$ cat src/rtl/csl_pkg.sv
// package: constants, register map and state types for clock/power control
package csl_pkg;
  localparam int SYS_CLK_HZ = 40000000;
  localparam int WDT_CLK_HZ = 32768;
  // clock-stable wait after wake, in ns
  localparam int WAKE_SETTLE_NS = 2000;
  localparam int WAKE_SETTLE_CYC =
    (WAKE_SETTLE_NS * (SYS_CLK_HZ / 1000000) + 999) / 1000;
  localparam int WDT_W = 16;

  // strap codes
  localparam logic [2:0] STRAP_XTAL_19M2 = 3'h0;
  localparam logic [2:0] STRAP_CLK_19M2  = 3'h4;
  localparam logic [2:0] STRAP_CLK_26M   = 3'h5;
  localparam logic [2:0] STRAP_CLK_38M4  = 3'h6;
  localparam logic [2:0] STRAP_CLK_52M   = 3'h7;

  // pll multiply codes (fixed core rate whatever the reference)
  localparam logic [2:0] PLL_MUL_19M2 = 3'h0;
  localparam logic [2:0] PLL_MUL_26M  = 3'h1;
  localparam logic [2:0] PLL_MUL_38M4 = 3'h2;
  localparam logic [2:0] PLL_MUL_52M  = 3'h3;
  localparam logic [2:0] PLL_MUL_BAD  = 3'h7;

  // register offsets
  localparam logic [3:0] REG_CTRL     = 4'h0;
  localparam logic [3:0] REG_WDT_LOAD = 4'h1;
  localparam logic [3:0] REG_STATUS   = 4'h2;
  localparam logic [3:0] REG_INT_STAT = 4'h3;
  localparam logic [3:0] REG_INT_MASK = 4'h4;
  localparam logic [3:0] REG_WAKE_EN  = 4'h5;

  // ctrl fields
  localparam int CTRL_WDT_EN     = 0;
  localparam int CTRL_WDT_IRQ    = 1;
  localparam int CTRL_WDT_WAKE   = 2;
  localparam int CTRL_WDT_RST    = 3;
  localparam int CTRL_CTS_POL    = 4;
  localparam int CTRL_REQ_LSB    = 8;
  localparam int CTRL_REQ_W      = 3;
  localparam int CTRL_WDT_KICK   = 12;
  localparam logic [31:0] CTRL_RESET = 32'h0000_0001;

  // low-power request codes
  localparam logic [2:0] REQ_NONE     = 3'h0;
  localparam logic [2:0] REQ_SUSP_ON  = 3'h1;
  localparam logic [2:0] REQ_SUSP_OFF = 3'h2;
  localparam logic [2:0] REQ_STANDBY  = 3'h3;
  localparam logic [2:0] REQ_PWR_DOWN = 3'h4;

  // interrupt bits
  localparam int IRQ_WDT   = 0;
  localparam int IRQ_WAKE  = 1;
  localparam int IRQ_BADST = 2;
  localparam int IRQ_W     = 3;

  localparam int NUM_WAKE = 7;

  typedef enum logic [2:0] {
    PS_NORMAL   = 3'b000,
    PS_SUSP_ON  = 3'b001,
    PS_SUSP_OFF = 3'b010,
    PS_STANDBY  = 3'b011,
    PS_PWR_DOWN = 3'b100,
    PS_SETTLE   = 3'b101
  } csl_state_t;
endpackage

$ cat src/rtl/csl_sync.sv
// module: three-stage input synchroniser with agree filter
`timescale 1ns/10ps
module csl_sync #(
  parameter logic RESET_VAL = 1'b0
) (
  input  wire logic sys_clk,
  input  wire logic reset_n,
  input  wire logic din,
  output logic      dout
);
  logic s1;
  logic s2;
  logic s3;

  // stage one feeds stage two only
  always_ff @(posedge sys_clk) begin
    if (!reset_n) begin
      s1 <= RESET_VAL;
      s2 <= RESET_VAL;
      s3 <= RESET_VAL;
    end else begin
      s1 <= din;
      s2 <= s1;
      s3 <= s2;
    end
  end

  always_ff @(posedge sys_clk) begin
    if (!reset_n) begin
      dout <= RESET_VAL;
    end else if (s2 == s3) begin
      dout <= s3;
    end
  end
endmodule

$ cat src/rtl/csl_top.sv
// module: clock select, watchdog and low-power sequencer
`timescale 1ns/10ps
module csl_top
  import csl_pkg::*;
#(
  parameter int SETTLE_CYC = WAKE_SETTLE_CYC
) (
  input  wire logic        sys_clk,
  input  wire logic        reset_n,
  input  wire logic [2:0]  ref_freq_select_strap,
  input  wire logic        slow_watchdog_clock_pin,
  input  wire logic        ext_suspend_req,
  input  wire logic [2:0]  ext_suspend_mode,
  input  wire logic        hard_reset_pin_n,
  input  wire logic        dp_line,
  input  wire logic        dm_line,
  input  wire logic        id_sense_pin,
  input  wire logic        high_rate_rx_pair_resume,
  input  wire logic        vbus_detect,
  input  wire logic        uart_cts,
  input  wire logic        control_input_zero,
  input  wire logic [3:0]  reg_addr,
  input  wire logic [31:0] reg_wdata,
  input  wire logic        reg_wr,
  input  wire logic        reg_rd,
  output logic [31:0]      reg_rdata,
  output logic             irq,
  output logic             use_crystal,
  output logic [2:0]       pll_mult,
  output logic             pll_enable,
  output logic             cpu_clk_enable,
  output logic             periph_clk_enable,
  output logic             phy_enable,
  output logic             phy_u3,
  output logic             io_hold,
  output logic             core_power_off,
  output logic             cpu_halt,
  output logic             cpu_pc_reset
);
  logic [31:0]         ctrl;
  logic [WDT_W-1:0]    wdt_load;
  logic [IRQ_W-1:0]    int_stat;
  logic [IRQ_W-1:0]    int_mask;
  logic [NUM_WAKE-1:0] wake_en;
  logic [NUM_WAKE-1:0] wake_raw;
  logic [NUM_WAKE-1:0] wake_prev;
  logic [NUM_WAKE-1:0] wake_hit;
  logic [NUM_WAKE-1:0] wake_sync;
  logic                slow_sync;
  logic                slow_prev;
  logic                wdt_tick;
  logic                wdt_expire;
  logic [WDT_W-1:0]    wdt_count;
  logic                strap_done;
  logic [2:0]          strap;
  csl_state_t          state;
  csl_state_t          next_state;
  logic [15:0]         settle_cnt;
  logic                wake_pc_reset;
  logic                wake_any;
  logic                fw_req;
  logic [2:0]          req_mode;
  logic                bad_req;
  logic                wdt_fire;

  localparam int W_DP   = 0;
  localparam int W_DM   = 1;
  localparam int W_ID   = 2;
  localparam int W_RX   = 3;
  localparam int W_VBUS = 4;
  localparam int W_CTS  = 5;
  localparam int W_CIN0 = 6;

  // dp, dm and id wake on either edge, rx on a rising edge, vbus and cin0 on high level, cts is a polarity level
  assign wake_raw = {control_input_zero, uart_cts, vbus_detect,
                     high_rate_rx_pair_resume, id_sense_pin,
                     dm_line, dp_line};

  csl_sync #(.RESET_VAL(1'b0)) u_slow_sync (
    .sys_clk (sys_clk),
    .reset_n (reset_n),
    .din     (slow_watchdog_clock_pin),
    .dout    (slow_sync)
  );

  for (genvar i = 0; i < NUM_WAKE; i++) begin : g_wake
    csl_sync #(.RESET_VAL(1'b0)) u_wsync (
      .sys_clk (sys_clk),
      .reset_n (reset_n),
      .din     (wake_raw[i]),
      .dout    (wake_sync[i])
    );
  end

  // hard reset pin stays async to this clock too
  logic hrst_sync_n;
  csl_sync #(.RESET_VAL(1'b1)) u_hrst_sync (
    .sys_clk (sys_clk),
    .reset_n (reset_n),
    .din     (hard_reset_pin_n),
    .dout    (hrst_sync_n)
  );

  always_ff @(posedge sys_clk) begin
    if (!reset_n) begin
      slow_prev <= 1'b0;
      wake_prev <= '0;
    end else begin
      slow_prev <= slow_sync;
      wake_prev <= wake_sync;
    end
  end

  assign wdt_tick = slow_sync && !slow_prev;

  always_comb begin
    wake_hit = wake_sync ^ wake_prev;
    wake_hit[W_RX] = wake_sync[W_RX] && !wake_prev[W_RX];
    wake_hit[W_VBUS] = wake_sync[W_VBUS];
    wake_hit[W_CTS] = wake_sync[W_CTS] == ctrl[CTRL_CTS_POL];
    wake_hit[W_CIN0] = wake_sync[W_CIN0];
  end

  assign wake_any = |(wake_hit & wake_en);

  csl_wdt #(.W(WDT_W)) u_wdt (
    .sys_clk (sys_clk),
    .reset_n (reset_n),
    .enable  (ctrl[CTRL_WDT_EN]),
    .tick    (wdt_tick),
    .kick    (reg_wr && reg_addr == REG_CTRL && reg_wdata[CTRL_WDT_KICK]),
    .load    (wdt_load),
    .expire  (wdt_expire),
    .count   (wdt_count)
  );

  assign wdt_fire = wdt_expire && ctrl[CTRL_WDT_EN];

  // strap caught once after reset release
  always_ff @(posedge sys_clk) begin
    if (!reset_n) begin
      strap_done <= 1'b0;
      strap      <= STRAP_XTAL_19M2;
    end else if (!strap_done) begin
      strap_done <= 1'b1;
      strap      <= ref_freq_select_strap;
    end
  end

  always_ff @(posedge sys_clk) begin
    if (!reset_n) begin
      use_crystal <= 1'b1;
      pll_mult    <= PLL_MUL_19M2;
    end else begin
      use_crystal <= strap == STRAP_XTAL_19M2;
      unique case (strap)
        STRAP_XTAL_19M2: pll_mult <= PLL_MUL_19M2;
        STRAP_CLK_19M2:  pll_mult <= PLL_MUL_19M2;
        STRAP_CLK_26M:   pll_mult <= PLL_MUL_26M;
        STRAP_CLK_38M4:  pll_mult <= PLL_MUL_38M4;
        STRAP_CLK_52M:   pll_mult <= PLL_MUL_52M;
        default:         pll_mult <= PLL_MUL_BAD;
      endcase
    end
  end

  // either requester may ask; firmware by register write
  assign fw_req = reg_wr && reg_addr == REG_CTRL &&
                  reg_wdata[CTRL_REQ_LSB +: CTRL_REQ_W] != REQ_NONE;
  assign req_mode = fw_req ? reg_wdata[CTRL_REQ_LSB +: CTRL_REQ_W]
                           : ext_suspend_mode;
  assign bad_req = (fw_req || ext_suspend_req) && req_mode > REQ_PWR_DOWN;

  always_comb begin
    next_state = state;
    unique case (state)
      PS_NORMAL: begin
        if (fw_req || ext_suspend_req) begin
          unique case (req_mode)
            REQ_SUSP_ON:  next_state = PS_SUSP_ON;
            REQ_SUSP_OFF: next_state = PS_SUSP_OFF;
            REQ_STANDBY:  next_state = PS_STANDBY;
            REQ_PWR_DOWN: next_state = PS_PWR_DOWN;
            default: next_state = PS_NORMAL;
          endcase
        end
      end
      PS_SUSP_ON, PS_SUSP_OFF: begin
        if (wake_any || !hrst_sync_n) next_state = PS_SETTLE;
      end
      PS_STANDBY: begin
        if (wake_any || !hrst_sync_n ||
            (wdt_fire && ctrl[CTRL_WDT_WAKE])) next_state = PS_SETTLE;
      end
      PS_PWR_DOWN: begin
        if (!hrst_sync_n) next_state = PS_SETTLE;
      end
      PS_SETTLE: begin
        if (settle_cnt == 16'(SETTLE_CYC - 1)) next_state = PS_NORMAL;
      end
      default: next_state = PS_NORMAL;
    endcase
  end

  always_ff @(posedge sys_clk) begin
    if (!reset_n) begin
      state <= PS_NORMAL;
    end else begin
      state <= next_state;
    end
  end

  always_ff @(posedge sys_clk) begin
    if (!reset_n || state != PS_SETTLE) begin
      settle_cnt <= '0;
    end else begin
      settle_cnt <= settle_cnt + 16'h1;
    end
  end

  // pc reset decided at the wake edge, applied when settling ends
  always_ff @(posedge sys_clk) begin
    if (!reset_n) begin
      wake_pc_reset <= 1'b0;
    end else if (next_state == PS_SETTLE && state != PS_SETTLE) begin
      wake_pc_reset <= !hrst_sync_n || state == PS_STANDBY ||
                       state == PS_PWR_DOWN;
    end
  end

  always_ff @(posedge sys_clk) begin
    if (!reset_n) begin
      pll_enable        <= 1'b1;
      cpu_clk_enable    <= 1'b1;
      periph_clk_enable <= 1'b1;
      phy_enable        <= 1'b1;
      phy_u3            <= 1'b0;
      io_hold           <= 1'b0;
      core_power_off    <= 1'b0;
      cpu_halt          <= 1'b0;
      cpu_pc_reset      <= 1'b0;
    end else begin
      // registers and ram are never cleared here; clocks gate, and core power drops in power-down
      pll_enable <= next_state == PS_NORMAL || next_state == PS_SETTLE;
      cpu_clk_enable <= next_state == PS_NORMAL;
      periph_clk_enable <= next_state == PS_NORMAL;
      phy_enable <= next_state == PS_NORMAL || next_state == PS_SUSP_ON ||
                    next_state == PS_SETTLE;
      phy_u3 <= next_state == PS_SUSP_ON;
      io_hold <= next_state == PS_SUSP_ON || next_state == PS_SUSP_OFF ||
                 next_state == PS_STANDBY;
      core_power_off <= next_state == PS_PWR_DOWN;
      cpu_halt <= next_state != PS_NORMAL;
      cpu_pc_reset <= (state == PS_SETTLE && next_state == PS_NORMAL &&
                       wake_pc_reset) ||
                      (wdt_fire && ctrl[CTRL_WDT_RST]);
    end
  end

  // register writes; ctrl request field is self-clearing
  always_ff @(posedge sys_clk) begin
    if (!reset_n) begin
      ctrl     <= CTRL_RESET;
      wdt_load <= '1;
      int_mask <= '0;
      wake_en  <= '1;
    end else if (reg_wr) begin
      unique case (reg_addr)
        REG_CTRL: begin
          ctrl <= reg_wdata;
          ctrl[CTRL_REQ_LSB +: CTRL_REQ_W] <= REQ_NONE;
          ctrl[CTRL_WDT_KICK] <= 1'b0;
        end
        REG_WDT_LOAD: wdt_load <= reg_wdata[WDT_W-1:0];
        REG_INT_MASK: int_mask <= reg_wdata[IRQ_W-1:0];
        REG_WAKE_EN:  wake_en  <= reg_wdata[NUM_WAKE-1:0];
        default: ;
      endcase
    end
  end

  // set wins over write-one-to-clear
  always_ff @(posedge sys_clk) begin
    if (!reset_n) begin
      int_stat <= '0;
    end else begin
      int_stat <= (int_stat &
                   ~((reg_wr && reg_addr == REG_INT_STAT) ?
                     reg_wdata[IRQ_W-1:0] : '0)) |
                  {bad_req,
                   state == PS_SETTLE && next_state == PS_NORMAL,
                   wdt_fire && ctrl[CTRL_WDT_IRQ]};
    end
  end

  always_ff @(posedge sys_clk) begin
    if (!reset_n) begin
      irq <= 1'b0;
    end else begin
      irq <= |(int_stat & int_mask);
    end
  end

  always_ff @(posedge sys_clk) begin
    if (!reset_n) begin
      reg_rdata <= '0;
    end else if (reg_rd) begin
      unique case (reg_addr)
        REG_CTRL:     reg_rdata <= ctrl;
        REG_WDT_LOAD: reg_rdata <= 32'(wdt_load);
        REG_STATUS:   reg_rdata <= {8'h0, 8'(wdt_count >> 8), 5'h0, strap,
                                    5'h0, state};
        REG_INT_STAT: reg_rdata <= 32'(int_stat);
        REG_INT_MASK: reg_rdata <= 32'(int_mask);
        REG_WAKE_EN:  reg_rdata <= 32'(wake_en);
        default:      reg_rdata <= '0;
      endcase
    end else begin
      reg_rdata <= '0;
    end
  end
endmodule

$ cat src/rtl/csl_wdt.sv
// module: watchdog counter stepped by synchronised 32 khz ticks
`timescale 1ns/10ps
module csl_wdt
  import csl_pkg::*;
#(
  parameter int W = WDT_W
) (
  input  wire logic         sys_clk,
  input  wire logic         reset_n,
  input  wire logic         enable,
  input  wire logic         tick,
  input  wire logic         kick,
  input  wire logic [W-1:0] load,
  output logic              expire,
  output logic [W-1:0]      count
);
  always_ff @(posedge sys_clk) begin
    if (!reset_n) begin
      count  <= '1; // full count, no false expiry after reset
      expire <= 1'b0;
    end else begin
      expire <= 1'b0;
      if (!enable || kick) begin
        count <= load;
      end else if (tick) begin
        if (count == '0) begin
          expire <= 1'b1;
          count  <= load;
        end else begin
          count <= count - W'(1);
        end
      end
    end
  end
endmodule

$ cat config.mk
export PLATFORM = sky130hd
export DESIGN_NAME = csl_top
export DESIGN_NICKNAME = d
export VERILOG_FILES = /design/src/rtl/csl_pkg.sv /design/src/rtl/csl_sync.sv /design/src/rtl/csl_top.sv /design/src/rtl/csl_wdt.sv
export SDC_FILE = /design/constraint.sdc
export NUM_CORES = 1
export LEC_CHECK = 0
export CORE_UTILIZATION = 46
export CTS_CLUSTER_SIZE = 30
export DETAILED_ROUTE_END_ITERATION = 8
export DONT_BUFFER_PORTS = 1
export GPL_TIMING_DRIVEN = 0
export PLACE_DENSITY = 0.7
export SETUP_SLACK_MARGIN = 0.4
export SLEW_MARGIN = 20
export SYNTH_ARGS = -nofsm -noshare
export SYNTH_HDL_FRONTEND = slang
export SYNTH_SLANG_ARGS = --single-unit
$ cat constraint.sdc
create_clock -name sys_clk -period 2.4 [get_ports sys_clk]
set_input_delay 0.72 -clock sys_clk [delete_from_list [all_inputs] [get_ports sys_clk]]
set_output_delay 0.72 -clock sys_clk [all_outputs]
set_load 0.05 [all_outputs]
; Word level (Yosys, flattened, before mapping)
; Index checks and enable logic that the tools add are counted.
[word_totals]
regBits = 184
input_bits = 56
[op_classes]
addsub = 2
order_cmp = 1
eq_ne = 35
mux = 16
bitwise = 8
reduce_logical = 50
[op_table]
columns = cell, n
row1 = $pmux 32 s6, 1
row2 = $mux 16, 3
row3 = $eq 3x3->1 const B, 9
row4 = $pmux 3 s4, 2
row5 = $mux 3, 7
row6 = $eq 3x2->1 const B, 6
row7 = $add 16x1->16 const B, 1
row8 = $eq 16x7->1 const B, 1
row9 = $logic_not 16->1, 1
row10 = $sub 16x1->16 const B, 1
row11 = $pmux 3 s5, 1
row12 = $logic_and 1x1->1, 14
row13 = $logic_or 1x1->1, 13
row14 = $eq 1x1->1, 10
row15 = $reduce_and 2->1, 5
row16 = $eq 3x1->1 const B, 3
row17 = $logic_not 3->1, 3
row18 = $eq 4x2->1 const B, 2
row19 = $eq 4x3->1 const B, 2
row20 = $and 7x7->7, 1
row21 = $reduce_or 7->1, 1
row22 = $and 3x3->3, 2
row23 = $reduce_bool 3->1, 2
row24 = $reduce_or 3->1, 2
row25 = other kinds (12), 19

; Depth between registers and ports, before layout
[depth]
ltp_word = 12
ltp_mapped = 9
mapped_depth_nobuf = 8

; Hierarchy
; A second synthesis with hierarchy kept.
[unflattened]
hier_cells = 823
hier_area_um2 = 7293.2
[modules_own_cells]
columns = mod, instances, cells_each, area_each_um2, seq_area_each_um2
row1 = csl_top, 1, 573, 5027.3, 2622.5
row2 = csl_wdt, 1, 160, 1222.4, 340.3
row3 = csl_sync at g_wake[0].u_wsync ..., 8, 10, 116.4, 80.1
row4 = csl_sync at u_hrst_sync, 1, 10, 112.6, 80.1

; Worst setup path after synthesis
; OpenSTA, ideal clock, no wires.
[synth_timing]
kind = input to register
from = in reg_addr[1]
to = reg u_wdt.count[15]
setup_time_ps = 129
t_arrival_ps = 2144
slack_ps = 127
stages = 7
path_cell_list = or4_4 o21ai_2 a31oi_2 buf_6 mux2_4 o22ai_1 nand2_1
[synth_between]
elab_chain_len = 5
[synth_rtl]
columns = element, line_no
row1 = start: declaration, csl_top.sv:22  ; input wire logic [3:0] reg_addr,
row2 = $logic_not 4->1 *, csl_top.sv:131  ; .kick (reg_wr && reg_addr == REG_CTRL && reg_wdata[CTRL_WDT_KICK]),
row3 = $logic_and 1x1->1 * (2 in series), csl_top.sv:131
row4 = $logic_or 1x1->1 *, csl_wdt.sv:23  ; if (!enable || kick) begin
row5 = $mux 16 or $reduce_bool 2->1 (tied branches), -
row6 = end signal: assignment, csl_wdt.sv:24  ; count <= load;
row7 = end signal: assignment, csl_wdt.sv:28  ; count <= load;
row8 = end signal: assignment, csl_wdt.sv:30  ; count <= count - W'(1);
row9 = end: declaration, csl_wdt.sv:15  ; output logic [W-1:0] count
; Every way passes the cells marked *; elsewhere a longest branch is shown, timed or not.
; A chain may end at the register's enable or synchronous reset.

; Worst setup path in the final report
[layout_timing]
from = reg u_wdt.count[6]
to = reg u_wdt.count[5]
[layout_between]
elab_chain_len = 4
[layout_rtl]
columns = element, line_no
row1 = $logic_not 16->1, csl_wdt.sv:26  ; if (count == '0) begin
row2 = $mux 16, csl_wdt.sv:26
row3 = $mux 16, csl_wdt.sv:25  ; end else if (tick) begin
row4 = $mux 16, csl_wdt.sv:23
; Every way passes these cells. The select of a mux whose other input is x is not followed.

==> metrics <==
outcome=completed; Gate Count Post-Synth=812; period utilisation layout=0.833; critical path's slowest cell=or4_4; setup TNS=0 ns; Placed Area=~7600 sq um; DRC Markers=0; Hold WS=0.314 ns; CP Class=reg -> reg; Tot GR Track Use=0.233; share of cells above drive strength 1=0.148; vias in the first global route=5,530; via count=5,910; CP cell instances=or4_4 -> nor2_4 -> a31oi_4 -> buf_6 -> mux2_4 -> o22ai_2 -> nand2_1; Worst-Margin Slew=approximately 0.74 ns; Top delay family on crit path=simple AND/OR/NAND/NOR gates; Avg Cell Area, Syn=8.91 sq um; H-tree Lvls=4; fill cell count=1,390; maximum VDD drop=0.659 mV; IO Port Bufs=0; Die Span X=between 100 and 150 microns; initial antenna violation count=0; Layout Nets=slightly above 900; synth unique cells=67; post-layout util=0.556; final WL=~18,000 microns; Root Buffer=clkbuf_16; Pleak=around 3.1 nW; reg2reg setup slack=0.40 ns; Post-synth EDFFs=0; core box area=roughly 15,000 sq um; WL/cell=17.2 microns; Post-Syn Nets=just under 900; total CTS buffers=17; Post-synth top flop=dfxtp_1; worst hold path class=in -> reg; post-route ant nets=0; yosys warns=0; crit path time final=2.00 ns; P&R area growth vs syn=17.2%; Iter 0 DRT Violations=just under 500; # diodes=0; max_cap viols=0; RePlAce Congestion=about 0.91; Layout Skew=0.00830 ns; fin. max-slew vios=0; RSZ-0062 raised after global routing=yes; gr ovfl total=0; relative max-transition margin=0.501; Power Dens Cells=797 nW/um^2; max frequency=500 MHz; final instance area=8480 sq um; register bit total from synthesis=184; sequential area share after synthesis=0.509; die area=16,200 sq um; synthesized area=7240 sq um; HPWL after detailed placement=12,800 microns; Sink Count=roughly 180; num rows=45; die height=127 microns; Starting Density=0.474; Crit Path Max Fanout=7; vias per cell=5.49; fraction of registers with async set/reset=0; final hold vios=0; 1st-pass router iterations=5; Req. time, crit path=~2.7 ns; first-pass GRT wire length=29,000 microns; clk buf depth=2; WP buf/inv=1; Clock transition at path regs=~0.060 ns; worst skew pair latency=about 0.43 ns; CTS tree=done; largest net degree at the start of global routing=17; Crit path largest cell delay=0.57 ns; crit path capture type=register; # setup viols final=0; Arrival @ worst endpoint=roughly 2.3 ns; Top Ports=102; crit path launch type=register
## cell usage after synthesis, drive strengths merged (5+ instances only)
| cell | number | area (sq um) |
|---|---|---|
| mux2i | 6 | 60.1 |
| xnor2 | 6 | 52.6 |
| nand3 | 43 | 220 |
| a22oi | 30 | 225 |
| a21boi | 40 | 300 |
| inv | 15 | 56.3 |
| buf | 12 | 75.1 |
| nand4 | 5 | 31.3 |
| and2 | 43 | 269 |
| nor4 | 5 | 46.3 |
| o21ai | 34 | 178 |
| nand2b | 8 | 50.1 |
| and3 | 5 | 36.3 |
| a21oi | 28 | 140 |
| or2 | 8 | 50.1 |
| clkbuf | 32 | 120 |
| nand2 | 146 | 548 |
| nor3 | 9 | 55.1 |
| a31oi | 8 | 56.3 |
| nor2 | 54 | 203 |
| or3 | 6 | 37.5 |
| nor2b | 16 | 100 |
| dfxtp | 184 | 3680 |
| xor2 | 9 | 78.8 |
| o211ai | 5 | 37.5 |
## metrics by stage
step / cells / worst slack (ns) / total power [mW]
2_1_floorplan: 812 / 0.156 / 3.90
3_3_place_gp: 1023 / -0.387 / 4.02
3_5_place_dp: 1023 / -0.318 / 4.03
4_1_cts: 1063 / 0.402 / 6.71
5_1_grt: 1077 / 0.341 / 7.00
6_report: 1077 / 0.402 / 6.76
## power by group
part           internal (mW)  switching (mW)  leakage (nW)
logic                  0.325           0.409          1.37
clock network           1.50            1.13         0.273
registers               3.17           0.229          1.49
## placed cells by master, fill, tap and decap left out, types with 6 or more instances in the layout
master	Yosys	final
dfxtp_1	184	174
nand2_1	146	146
nor2_1	54	52
and2_1	43	42
nand3_1	42	42
a21boi_0	40	40
a22oi_1	30	30
o21ai_0	26	24
clkbuf_1	32	24
a21oi_1	28	23
buf_4	2	20
clkbuf_16	0	17
nor2b_1	16	15
inv_1	15	15
xor2_1	9	9
dfxtp_2	0	9
clkbuf_2	0	8
nand2b_1	8	8
buf_6	2	7
or2_0	7	7
a31oi_1	7	6
o21ai_1	6	6
mux2i_1	6	6
xnor2_1	6	6
## flip-flops by register name, summed over array words and instances, names as in the netlist, 4 cells and up
| register | cells |
|---|---|
| ctrl | 28 |
| g_wake.u_wsync.dout | 7 |
| g_wake.u_wsync.s1 | 7 |
| g_wake.u_wsync.s2 | 7 |
| g_wake.u_wsync.s3 | 7 |
| reg_rdata | 32 |
| settle_cnt | 16 |
| u_wdt.count | 16 |
| wake_en | 7 |
| wake_prev | 4 |
| wdt_load | 16 |
## per-layer routing
layer / up-vias / track usage / wire (microns)
li1: 2893 / - / -
met1: 2792 / 0.289 / 7950
met2: 186 / 0.385 / 8930
met3: 39 / 0.0557 / 1090
met4: 0 / 0.100 / 521
met5: - / 0 / 0
## worst paths after layout
kind | depth (start not counted) | endpoint | startpoint
worst max-delay path | 7 | u_wdt.count[5] | u_wdt.count[6]
worst min-delay path | 0 | strap_done | reset_n
worst max register to register | 7 | u_wdt.count[5] | u_wdt.count[6]
worst min register to register | 1 | u_hrst_sync.s2 | u_hrst_sync.s1
## cell type report
class / count / area (sq um) / area share
Inverter: 15 / 56.3 / 0.00664
Multi-Input combinational cell: 569 / 3510 / 0.413
Timing Repair Buffer: 23 / 179 / 0.0211
Clock buffer: 23 / 478 / 0.0563
Tap cell: 211 / 264 / 0.0311
Buffer: 44 / 231 / 0.0273
Sequential cell: 184 / 3700 / 0.436
Clock inverter: 8 / 71.3 / 0.00841
## cells by family after synthesis
kind of cell | Yosys count | synth area share
AND/OR/NAND/NOR | 367 | 0.253
flip-flops | 184 | 0.509
AO/OA/AOI/OAI | 176 | 0.168
buffers and inverters | 59 | 0.0347
XOR/XNOR | 15 | 0.0182
multiplexers | 8 | 0.0124
adder cells (fa/ha/maj) | 3 | 0.00519
## what timing repair did
| action | in CTS | in global routing |
|---|---|---|
| pin swaps | 6 | 17 |
| setup endpoints to repair | 32 | 55 |
| hold buffers | 0 | 0 |
| resized for setup | 25 | 42 |
| cloned | 1 | 1 |
| buffers inserted | 8 | 13 |
No activity file was read; power rests on OpenSTA's default activity.
